### config.mk
export PLATFORM = sky130hd
export DESIGN_NAME = rstcap_top
export DESIGN_NICKNAME = d
export VERILOG_FILES = /design/src/hdl/rstcap_pkg.sv /design/src/hdl/rstcap_top.sv
export VERILOG_INCLUDE_DIRS = /design/src /design/src/hdl
export SDC_FILE = /design/constraint.sdc
export NUM_CORES = 1
export LEC_CHECK = 0
export BUFFER_PORTS_ARGS = -buffer_cell sky130_fd_sc_hd__buf_2
export CORE_ASPECT_RATIO = 0.9
export CORE_MARGIN = 2
export CORE_UTILIZATION = 51
export DETAILED_ROUTE_END_ITERATION = 10
export PLACE_DENSITY = 0.8
export SLEW_MARGIN = 10
export SYNTH_ARGS = -nofsm -noshare
export SYNTH_HDL_FRONTEND = slang
export SYNTH_SLANG_ARGS = --single-unit
export TNS_END_PERCENT = 10
### constraint.sdc
create_clock -name sys_clk_i -period 2.9 [get_ports sys_clk_i]
set_input_delay 0.87 -clock sys_clk_i [delete_from_list [all_inputs] [get_ports sys_clk_i]]
set_output_delay 0.87 -clock sys_clk_i [all_outputs]
set_load 0.05 [all_outputs]
### src/hdl/rstcap_params.svh
// Constants for the reset strap capture block
`ifndef RSTCAP_PARAMS_SVH
`define RSTCAP_PARAMS_SVH

`define RSTCAP_ADDR_W 4
`define RSTCAP_OFF_STRAPS 4'h0
`define RSTCAP_OFF_CTRL 4'h4
`define RSTCAP_OFF_STATUS 4'h8
`define RSTCAP_OFF_ID 4'hC
`define RSTCAP_ID_VALUE 32'h00005A11
`define RSTCAP_BIT_HRST_REQ 0
`define RSTCAP_BIT_PIN_LOW 0
`define RSTCAP_BIT_CAPTURED 1
`define RSTCAP_BIT_PIN_SEEN 2
`define RSTCAP_BOOT_HOST_NOPLL 4'h0
`define RSTCAP_BOOT_SPI_ALT 4'hC
`define RSTCAP_HRST_PULSE_NS 1000
`define RSTCAP_CLK_MHZ 20
`define RSTCAP_HRST_CYC ((`RSTCAP_HRST_PULSE_NS * `RSTCAP_CLK_MHZ) / 1000)
`define RSTCAP_RESP_OKAY 2'h0
`define RSTCAP_RESP_SLVERR 2'h2

`endif

### src/hdl/rstcap_pkg.sv
// Types for the reset strap capture block
package rstcap_pkg;
	typedef struct packed {
		logic [3:0] boot_mode_select;
		logic watchdog_enable_strap;
		logic host_strobe_polarity_strap;
		logic host_width_strap;
	} rstcap_straps_t;

	typedef struct packed {
		logic watchdog_en;
		logic strobe_active_high;
		logic width_8bit;
		logic boot_host_no_pll;
		logic boot_spi_alt_pins;
	} rstcap_cfg_t;

	typedef enum logic [1:0] {
		RSTCAP_WAIT_POR,
		RSTCAP_RUN
	} rstcap_state_t;
endpackage : rstcap_pkg

### src/hdl/rstcap_top.sv
// Reset strap capture with hard reset pin and AXI4-Lite registers
//
// Our own choices: the placing of the registers and the AXI4-Lite register port.
`timescale 1ns/1ps
`include "rstcap_params.svh"

// Behaviour
// - Capture all strap pins on the rising edge ending power-on reset.
// - Watchdog enable output follows captured watchdog strap: 0 off, 1 on.
// - Captured polarity strap 0 means strobes active low, 1 active high.
// - Captured width strap 0 selects 16-bit host port, 1 selects 8-bit.
// - Hard reset pin open-drain: device only pulls low, also reads it.
// - Boot mode 0000 boots from host port, PLL bypassed, either width.
// - Boot mode 1100 selects serial boot over the alternative pin set.
module rstcap_top (
	// Clock, reset, enable
	input wire logic sys_clk_i,
	input wire logic rst_n_i,
	input wire logic clk_en_i,
	// Board pins
	input wire logic power_on_reset_in_n_i,
	input wire logic [3:0] boot_mode_select_i,
	input wire logic watchdog_enable_strap_i,
	input wire logic host_strobe_polarity_strap_i,
	input wire logic host_width_strap_i,
	input wire logic hard_reset_pin_i,
	output logic hard_reset_pin_o,
	output logic hard_reset_pin_oe_o,
	// Device internal requests and results
	input wire logic hard_reset_req_i,
	output logic hard_reset_in_o,
	output logic cfg_valid_o,
	output rstcap_pkg::rstcap_straps_t straps_o,
	output rstcap_pkg::rstcap_cfg_t cfg_o,
	// AXI4-Lite slave
	input wire logic [`RSTCAP_ADDR_W-1:0] s_axi_awaddr,
	input wire logic s_axi_awvalid,
	output logic s_axi_awready,
	input wire logic [31:0] s_axi_wdata,
	input wire logic [3:0] s_axi_wstrb,
	input wire logic s_axi_wvalid,
	output logic s_axi_wready,
	output logic [1:0] s_axi_bresp,
	output logic s_axi_bvalid,
	input wire logic s_axi_bready,
	input wire logic [`RSTCAP_ADDR_W-1:0] s_axi_araddr,
	input wire logic s_axi_arvalid,
	output logic s_axi_arready,
	output logic [31:0] s_axi_rdata,
	output logic [1:0] s_axi_rresp,
	output logic s_axi_rvalid,
	input wire logic s_axi_rready
);

	// ****************************************
	// Pin synchronisers
	// ****************************************
	logic [7:0] pin_s1;
	logic [7:0] pin_s2;
	logic [6:0] strap_raw_s;
	wire por_n_s = pin_s2[7];
	wire hrst_pin_s = pin_s2[6];

	always_ff @(posedge sys_clk_i) begin
		if (!rst_n_i) begin
			// Idle levels: reset wire released high, power-on reset asserted
			pin_s1 <= 8'h40;
			pin_s2 <= 8'h40;
		end else if (clk_en_i) begin
			pin_s1 <= {power_on_reset_in_n_i, hard_reset_pin_i, boot_mode_select_i[3:0],
				watchdog_enable_strap_i, host_strobe_polarity_strap_i};
			pin_s2 <= pin_s1;
		end
	end

	// Width strap synchronised separately to keep the vector at eight bits
	logic width_s1;
	logic width_s2;
	always_ff @(posedge sys_clk_i) begin
		if (!rst_n_i) begin
			width_s1 <= 1'b0;
			width_s2 <= 1'b0;
		end else if (clk_en_i) begin
			width_s1 <= host_width_strap_i;
			width_s2 <= width_s1;
		end
	end

	assign strap_raw_s = {pin_s2[5:0], width_s2};

	// ****************************************
	// Power-on reset edge and capture
	// ****************************************
	logic por_n_d;
	rstcap_pkg::rstcap_state_t state;
	rstcap_pkg::rstcap_state_t next_state;
	rstcap_pkg::rstcap_straps_t straps;
	logic captured;
	wire por_rise = por_n_s && !por_n_d;
	wire por_active = !por_n_s;
	wire capture_now = (state == rstcap_pkg::RSTCAP_WAIT_POR) && por_rise;

	always_comb begin
		next_state = state;
		case (state)
			rstcap_pkg::RSTCAP_WAIT_POR: begin
				if (por_rise) begin
					next_state = rstcap_pkg::RSTCAP_RUN;
				end
			end
			rstcap_pkg::RSTCAP_RUN: begin
				// Only a new power-on reset reopens the capture window
				if (por_active) begin
					next_state = rstcap_pkg::RSTCAP_WAIT_POR;
				end
			end
			default: begin
				next_state = rstcap_pkg::RSTCAP_WAIT_POR;
			end
		endcase
	end

	always_ff @(posedge sys_clk_i) begin
		if (!rst_n_i) begin
			state <= rstcap_pkg::RSTCAP_WAIT_POR;
			por_n_d <= 1'b0;
		end else if (clk_en_i) begin
			state <= next_state;
			por_n_d <= por_n_s;
		end
	end

	// Straps held between power-on resets; later pin changes are ignored
	always_ff @(posedge sys_clk_i) begin
		if (!rst_n_i) begin
			straps <= '0;
			captured <= 1'b0;
		end else if (clk_en_i) begin
			if (capture_now) begin
				straps <= rstcap_pkg::rstcap_straps_t'(strap_raw_s);
				captured <= 1'b1;
			end else if (por_active) begin
				captured <= 1'b0;
			end
		end
	end

	// ****************************************
	// Decoded configuration
	// ****************************************
	rstcap_pkg::rstcap_cfg_t next_cfg;
	wire cfg_wdt = straps.watchdog_enable_strap;
	wire cfg_pol = straps.host_strobe_polarity_strap;
	wire cfg_w8 = straps.host_width_strap;
	wire cfg_host = straps.boot_mode_select == `RSTCAP_BOOT_HOST_NOPLL;
	wire cfg_spi_alt = straps.boot_mode_select == `RSTCAP_BOOT_SPI_ALT;
	assign next_cfg = '{watchdog_en: cfg_wdt, strobe_active_high: cfg_pol,
		width_8bit: cfg_w8, boot_host_no_pll: cfg_host, boot_spi_alt_pins: cfg_spi_alt};

	always_ff @(posedge sys_clk_i) begin
		if (!rst_n_i) begin
			cfg_o <= '0;
			straps_o <= '0;
			cfg_valid_o <= 1'b0;
		end else if (clk_en_i) begin
			cfg_o <= captured ? next_cfg : '0;
			straps_o <= straps;
			cfg_valid_o <= captured;
		end
	end

	// ****************************************
	// Hard reset pin, open drain
	// ****************************************
	localparam int unsigned HRST_CYC = (`RSTCAP_HRST_CYC < 1) ? 1 : `RSTCAP_HRST_CYC;
	logic [15:0] hrst_cnt;
	logic sw_hrst_req;
	// Power-on reset also pulls the wire, stretched by one full pulse
	wire hrst_start = hard_reset_req_i || sw_hrst_req || por_active;

	always_ff @(posedge sys_clk_i) begin
		if (!rst_n_i) begin
			hrst_cnt <= 16'h0000;
		end else if (clk_en_i) begin
			if (hrst_start) begin
				hrst_cnt <= 16'(HRST_CYC);
			end else if (hrst_cnt != 16'h0000) begin
				hrst_cnt <= hrst_cnt - 16'h0001;
			end
		end
	end

	// Output value is always low; only the enable moves
	assign hard_reset_pin_o = 1'b0;
	assign hard_reset_pin_oe_o = hrst_cnt != 16'h0000;
	assign hard_reset_in_o = !hrst_pin_s;

	// Own pull still shows on the synchronised wire for two cycles after release
	logic [1:0] oe_hist;
	wire own_pull = hard_reset_pin_oe_o || (|oe_hist);
	always_ff @(posedge sys_clk_i) begin
		if (!rst_n_i) begin
			oe_hist <= 2'h0;
		end else if (clk_en_i) begin
			oe_hist <= {oe_hist[0], hard_reset_pin_oe_o};
		end
	end

	// ****************************************
	// AXI4-Lite slave
	// ****************************************
	logic aw_held;
	logic w_held;
	logic [`RSTCAP_ADDR_W-1:0] aw_addr;
	logic [31:0] w_data;
	logic [3:0] w_strb;
	logic pin_seen;
	wire do_write = aw_held && w_held && !s_axi_bvalid;
	wire wr_ctrl = aw_addr == `RSTCAP_OFF_CTRL;
	wire wr_ok = wr_ctrl || (aw_addr == `RSTCAP_OFF_STRAPS) || (aw_addr == `RSTCAP_OFF_STATUS)
		|| (aw_addr == `RSTCAP_OFF_ID);
	wire clr_seen = do_write && (aw_addr == `RSTCAP_OFF_STATUS) && w_strb[0]
		&& w_data[`RSTCAP_BIT_PIN_SEEN];
	wire [31:0] rd_straps = {25'h0, straps};
	wire [31:0] rd_status = {29'h0, pin_seen, captured, hrst_pin_s == 1'b0};
	wire rd_hit = (s_axi_araddr == `RSTCAP_OFF_STRAPS) || (s_axi_araddr == `RSTCAP_OFF_CTRL)
		|| (s_axi_araddr == `RSTCAP_OFF_STATUS) || (s_axi_araddr == `RSTCAP_OFF_ID);
	wire [31:0] rd_mux = (s_axi_araddr == `RSTCAP_OFF_STRAPS) ? rd_straps :
		(s_axi_araddr == `RSTCAP_OFF_CTRL) ? {31'h0, sw_hrst_req} :
		(s_axi_araddr == `RSTCAP_OFF_STATUS) ? rd_status :
		(s_axi_araddr == `RSTCAP_OFF_ID) ? `RSTCAP_ID_VALUE : 32'h00000000;

	// Single-entry holding; ready drops while a word waits
	assign s_axi_awready = !aw_held;
	assign s_axi_wready = !w_held;
	assign s_axi_arready = !s_axi_rvalid;

	always_ff @(posedge sys_clk_i) begin
		if (!rst_n_i) begin
			aw_held <= 1'b0;
			w_held <= 1'b0;
			aw_addr <= '0;
			w_data <= 32'h00000000;
			w_strb <= 4'h0;
		end else if (clk_en_i) begin
			if (s_axi_awvalid && s_axi_awready) begin
				aw_held <= 1'b1;
				aw_addr <= s_axi_awaddr;
			end else if (do_write) begin
				aw_held <= 1'b0;
			end
			if (s_axi_wvalid && s_axi_wready) begin
				w_held <= 1'b1;
				w_data <= s_axi_wdata;
				w_strb <= s_axi_wstrb;
			end else if (do_write) begin
				w_held <= 1'b0;
			end
		end
	end

	// Hardware set of the pin-seen flag wins over a clear in the same cycle
	always_ff @(posedge sys_clk_i) begin
		if (!rst_n_i) begin
			s_axi_bvalid <= 1'b0;
			s_axi_bresp <= `RSTCAP_RESP_OKAY;
			sw_hrst_req <= 1'b0;
			pin_seen <= 1'b0;
		end else if (clk_en_i) begin
			if (do_write) begin
				s_axi_bvalid <= 1'b1;
				s_axi_bresp <= wr_ok ? `RSTCAP_RESP_OKAY : `RSTCAP_RESP_SLVERR;
			end else if (s_axi_bready) begin
				s_axi_bvalid <= 1'b0;
			end
			// Self-clearing one-cycle request
			sw_hrst_req <= do_write && wr_ctrl && w_strb[0] && w_data[`RSTCAP_BIT_HRST_REQ];
			if (!hrst_pin_s && !own_pull) begin
				pin_seen <= 1'b1;
			end else if (clr_seen) begin
				pin_seen <= 1'b0;
			end
		end
	end

	always_ff @(posedge sys_clk_i) begin
		if (!rst_n_i) begin
			s_axi_rvalid <= 1'b0;
			s_axi_rdata <= 32'h00000000;
			s_axi_rresp <= `RSTCAP_RESP_OKAY;
		end else if (clk_en_i) begin
			if (s_axi_arvalid && s_axi_arready) begin
				s_axi_rvalid <= 1'b1;
				s_axi_rdata <= rd_mux;
				s_axi_rresp <= rd_hit ? `RSTCAP_RESP_OKAY : `RSTCAP_RESP_SLVERR;
			end else if (s_axi_rready) begin
				s_axi_rvalid <= 1'b0;
			end
		end
	end

endmodule : rstcap_top

== After elaboration in Yosys (flattened, before gate mapping) ==
Index checks and enable logic that the tools add are counted.

* Bitwise operators: 1
* Equality and inequality tests: 11
* $add $sub $neg: 1
* Reductions and logical operators: 56
* Multiplexer cells: 23

{| class="wikitable"
|+ Operators by type and width
! kind !! count
|-
| 2-to-1 mux 15 bit || 4
|-
| 2-to-1 mux 16 bit || 2
|-
| AND reduction 2 bit || 12
|-
| equality test 4 bit (second input constant) || 5
|-
| nonzero test 16 bit || 1
|-
| subtractor 16 x 1 -> 16 bit (second input constant) || 1
|-
| logical AND 1 bit || 14
|-
| zero test 4 bit || 3
|-
| nonzero test 2 bit || 6
|-
| 2-to-1 mux 1 bit || 11
|-
| logical OR 1 bit || 9
|-
| equality test 4 x 3 -> 1 bit (second input constant) || 2
|-
| zero test 1 bit || 8
|-
| 2-to-1 mux 2 bit || 4
|-
| 2-to-1 mux 5 bit || 1
|-
| inequality test 2 bit (second input constant) || 2
|-
| case mux 2 bit (2 select lines) || 1
|-
| AND reduction 3 bit || 1
|-
| equality test 2 x 1 -> 1 bit (second input constant) || 1
|-
| zero test 2 bit || 1
|-
| inequality test 2 x 1 -> 1 bit (second input constant) || 1
|-
| OR reduction 2 bit || 1
|-
| NOT 1 bit || 1
|}

* Input port bits: 62
* Logic and storage cells: 127
* Flip-flop bits (word level): 110
* Output and inout bits: 57

== Depth between registers and ports, before layout ==
* Depth after elaboration: 7
* Mapped depth: 7
* Gate-level depth less buffers: 6

== Worst setup path after synthesis ==
No wires, ideal clock.

* Kind: register to output
* Start point: register hrst_cnt[6]
* End point: output hard_reset_pin_oe_o
* Path buffers: 1
* Cell stages (with the launch flop): 5
* Slack: 0.369 ns
* Arrival: 1.661 ns
* Required time: 2.030 ns
* Cell sequence: dfxtp_1 or4_4 and4b_1 buf_6 nand2_1

* Word-level cells in the longest chain between the ends: 1

{| class="wikitable"
|+ RTL lines
! item !! line !! source
|-
| start: declaration || rstcap_top.sv:176 || <nowiki>logic [15:0] hrst_cnt;</nowiki>
|-
| start signal: assignment || rstcap_top.sv:186 || <nowiki>hrst_cnt <= 16'(HRST_CYC);</nowiki>
|-
| start signal: assignment || rstcap_top.sv:188 || <nowiki>hrst_cnt <= hrst_cnt - 16'h0001;</nowiki>
|-
| nonzero test 16 bit || rstcap_top.sv:195 || <nowiki>assign hard_reset_pin_oe_o = hrst_cnt != 16'h0000;</nowiki>
|-
| end: declaration || rstcap_top.sv:28 || <nowiki>output logic hard_reset_pin_oe_o,</nowiki>
|}

No other way between the ends.

== Worst setup path after layout ==
Same ends and word-level chain as after synthesis.

==> results.md <==
Outcome:
- The run finished with clean final reports.

Min path:
- Counting instances, the worst hold path has a depth of 2.
- The path class of the tightest hold or removal check is flop to flop.
- The worst hold path terminates at s_axi_rdata[4]$_SDFFE_PN0P_.
- In this run the most critical hold path is launched from s_axi_rdata[4]$_SDFFE_PN0P_.

Timing:
- The tightest slew margin relative to the limit is 0.621.
- The setup TNS is 0 ns.
- The number of slew-limit violations in the final report is 0.
- The post-route clock skew is approximately 0.0092 ns.
- Setup repair after global routing left no endpoint under its margin.
- Based on the critical path, the design can be clocked at up to around 360 MHz.
- The time the worst path needs with I/O delays and setup is roughly 2.8 ns.
- Setup violations remaining at the end of the flow were counted as 0.
- The slew of the pin with the lowest slew margin is 0.560 ns.
- The share of the clock period used by the worst path after layout is 0.952.
- The total count of hold-check failures in the final report is 0.

Yosys:
- The number of flops mapped to enable cells by yosys is 0.
- The number of storage elements in the synthesis netlist is 82.
- The share of async-settable or async-resettable flops after synthesis is 0.
- The number of warning messages in the yosys log is 0.
- The number of different library cells used by synthesis comes to 57.
- After technology mapping, the gate count stands at 401.
- Dividing the synthesized area by the synthesized cell count gives 9.13 sq um.
- The sequential area share after synthesis is 0.448.
- The synthesized netlist occupies a cell area of 3660 sq um.
- Among all flip-flop cells after synthesis, the most frequent one is sky130_fd_sc_hd__dfxtp_1.

Clock network:
- TritonCTS built the clock tree.
- Buffers inserted to repair hold after CTS numbered 0.
- The clock sink count is 82.
- The TritonCTS buffer count is 9.
- The cell chosen for the clock root is sky130_fd_sc_hd__clkbuf_8.
- The clock-pin slew of the registers on the worst-case setup and hold paths is 0.09 ns.
- The H-tree depth is 3.
- At the later pin of the worst-skew pair, clock insertion delay measures 0.37 ns.
- The deepest clock path buffer count is 2.
- The number of setup buffers added after CTS is 0.

Critical path:
- The reg-to-reg endpoint is hrst_cnt[8]$_SDFFE_PN0P_.
- In this run the critical register-to-register path is launched from hrst_cnt[0]$_SDFFE_PN0P_.
- The endpoint type of the worst setup path is an output port.
- Setup slack on the worst reg-to-reg path comes out at 0.72 ns.
- STA classifies the critical path startpoint as a flop.
- For the worst flop-to-flop path, the logic depth is 7.
- The worst setup path is of the flop to output port kind.
- The data arrival time of the critical path is 1.89 ns.
- For the worst setup path, the data required time is roughly 2.0 ns.
- The maximum fanout count along the critical path is 6.

Placed design:
- Routability-driven placement finished with a final weighted congestion of 0.850.
- The post-detailed-placement cell area is 3950 sq um.
- The number of buffer cells added on primary ports is 61.
- Summed over all nets, the half-perimeter wirelength after detailed placement is 5350 um.

Drt:
- The first routing iteration left around 160 violations.
- Across all layers, the routed design uses just under 3,000 vias.
- The first detailed-routing pass took 4 iterations.
- The number of vias per cell is around 5.3.
- The average wire per standard cell is 13.9 um.
- In the routed design, unresolved DRC markers number 0.
- For this block, the routed nets add up to 7670 um of wire.
- The number of antenna-violating nets in the routed design is 0.

Die:
- The number of core rows is 29.
- The die is 84.4 um tall.
- The core region is 7000 sq um.
- The initial utilization of the core area, before any placement, comes to 0.523.
- The width of the chip is around 93 um.
- The floorplan step defined a die boundary enclosing 7880 sq um.
- The number of placed I/O pins is 119.

Finish:
- Across the whole layout, storage elements account for 1640 sq um.
- The number of antenna diodes in the final layout is 0.
- The layout overhead on the synthesized area is 13.6%.
- In the final layout, the multi-input gates occupy about 1800 sq um.
- The layout filler cell count is 614.
- The post-route standard cell area excluding fillers is 4160 sq um.
- The number of nets in the layout is 518.
- Of the cells placed in the final design, the portion with a size suffix greater than 1 is 0.215.

Job:
- Max-cap violations in this run came to 0.

Global route:
- The total overflow left after global routing is 0.
- The via count of the first global-routing pass is 2,621.
- The first global-routing pass estimated ~12,000 um of wire.
- Entering global routing, the biggest net connects 57 pins.
- The total routing usage reported by global routing is 0.202.
- The initial antenna violation count came to 0.

Power and ir drop:
- The static leakage is 1.85 nW.
- The worst vdd rail ir drop is 0.000407 V.
- Dividing total power by cell area gives a power density of 589 nW/um^2.
==> synth_stat cells, types with 3 or more instances <==
cell type / n / area share
sky130_fd_sc_hd__dfxtp_1: 82 / 0.45
sky130_fd_sc_hd__nor2_1: 55 / 0.056
sky130_fd_sc_hd__mux2i_1: 49 / 0.13
sky130_fd_sc_hd__nand2_1: 32 / 0.033
sky130_fd_sc_hd__buf_4: 27 / 0.055
sky130_fd_sc_hd__a21oi_1: 23 / 0.031
sky130_fd_sc_hd__clkbuf_1: 15 / 0.015
sky130_fd_sc_hd__nand3_1: 15 / 0.020
sky130_fd_sc_hd__inv_1: 11 / 0.011
sky130_fd_sc_hd__nand2b_1: 11 / 0.019
sky130_fd_sc_hd__buf_2: 5 / 0.0068
sky130_fd_sc_hd__nand3b_1: 5 / 0.010
sky130_fd_sc_hd__nor4_1: 5 / 0.0085
sky130_fd_sc_hd__a211oi_1: 4 / 0.0082
sky130_fd_sc_hd__nor3_1: 4 / 0.0055
sky130_fd_sc_hd__o211ai_1: 4 / 0.0082
sky130_fd_sc_hd__mux2_2: 3 / 0.0092
sky130_fd_sc_hd__o21ai_0: 3 / 0.0041
==> state kept, by name (all words and copies together), names as in the netlist, 2 cells and up <==
signal	cells
hrst_cnt	16
pin_s1	8
oe_hist	2
pin_s2	8
w_data	2
s_axi_rdata	8
rd_straps	4
cfg_o	5
aw_addr	4
straps_o	7
==> layer usage <==
| metal | share of wire | GRT usage | wire (um) | vias up |
|---|---|---|---|---|
| met1 | 0.47 | 0.268 | 3590 | 1348 |
| met5 | 0 | 0 | 0 | - |
| met2 | 0.45 | 0.307 | 3460 | 84 |
| li1 | - | - | - | 1459 |
| met4 | 0.016 | 0.0842 | 125 | 0 |
| met3 | 0.065 | 0.0601 | 498 | 15 |
==> cells by family after synthesis <==
| logic type | after synthesis | share of synthesized area |
|---|---|---|
| AO/OA/AOI/OAI | 54 | 0.102 |
| adder cells (fa/ha/maj) | 1 | 0.00342 |
| buffers and inverters | 60 | 0.0929 |
| flip-flops | 82 | 0.448 |
| multiplexers | 52 | 0.143 |
| other | 1 | 0.00102 |
| AND/OR/NAND/NOR | 151 | 0.209 |
==> worst max-delay path: stages (launching register included) <==
cell                      delay, ns
sky130_fd_sc_hd__dfxtp_1       0.36
sky130_fd_sc_hd__or4_4         0.59
sky130_fd_sc_hd__and4b_1       0.30
sky130_fd_sc_hd__nand2_1       0.06
sky130_fd_sc_hd__buf_2         0.21
==> repair_timing <==
item | CTS | global route
gates resized for setup | 0 | 1
endpoints found under the hold margin | 0 | 0
endpoints found under the setup margin | 0 | 1
==> power breakdown <==
group          internal [mW]  switching [mW]
Clock                  0.414           0.460
Combinational          0.121           0.261
Sequential              1.16          0.0304
==> layout make-up <==
| cell class | count | share of cell area |
|---|---|---|
| flip-flops and latches | 82 | 0.395 |
| multi-input cells | 282 | 0.427 |
| clock buffers | 9 | 0.0298 |
| inverters | 11 | 0.00992 |
| repair buffers | 69 | 0.0908 |
| well taps | 93 | 0.0280 |
| clock inverters | 7 | 0.0195 |
==> cells in the final DEF, fill, tap and decap left out, drive strengths merged, types with 5 or more instances in the layout <==
cell type   n
nand3      15
inv        16
mux2i      49
a21oi      23
buf        69
nand2      32
nand2b     11
nor2       55
clkbuf      9
conb       24
nor4        6
dfxtp      82
nand3b      5
==> how the worst max path moves through the flow <==
stage                                   startpoint                         to  slack (ns)  cells after the start
final                     hrst_cnt[6]$_SDFFE_PN0P_        hard_reset_pin_oe_o        0.14                      4
after global routing      hrst_cnt[0]$_SDFFE_PN0P_        hard_reset_pin_oe_o        0.06                      6
after CTS                 hrst_cnt[0]$_SDFFE_PN0P_        hard_reset_pin_oe_o        0.03                      6
after detailed placement                  clk_en_i  rd_straps[4]$_SDFFE_PN0P_        0.45                      6
after global placement    hrst_cnt[0]$_SDFFE_PN0P_        hard_reset_pin_oe_o        0.47                      6
after floorplan           hrst_cnt[6]$_SDFFE_PN0P_        hard_reset_pin_oe_o        0.37                      4
==> per-stage QoR <==
stage	hold WS, ns	power, mW	instances	worst slack [ns]	util
final	0.453	2.45	553	0.139	0.594
after global routing	0.479	2.54	553	0.0557	0.594
after CTS	0.458	2.46	553	0.0287	0.593
after detailed placement	0.445	1.60	537	0.451	0.564
after global placement	0.439	1.59	537	0.472	0.564
after floorplan	0.442	1.54	424	0.369	-
Power figures use the tool's default switching activity.
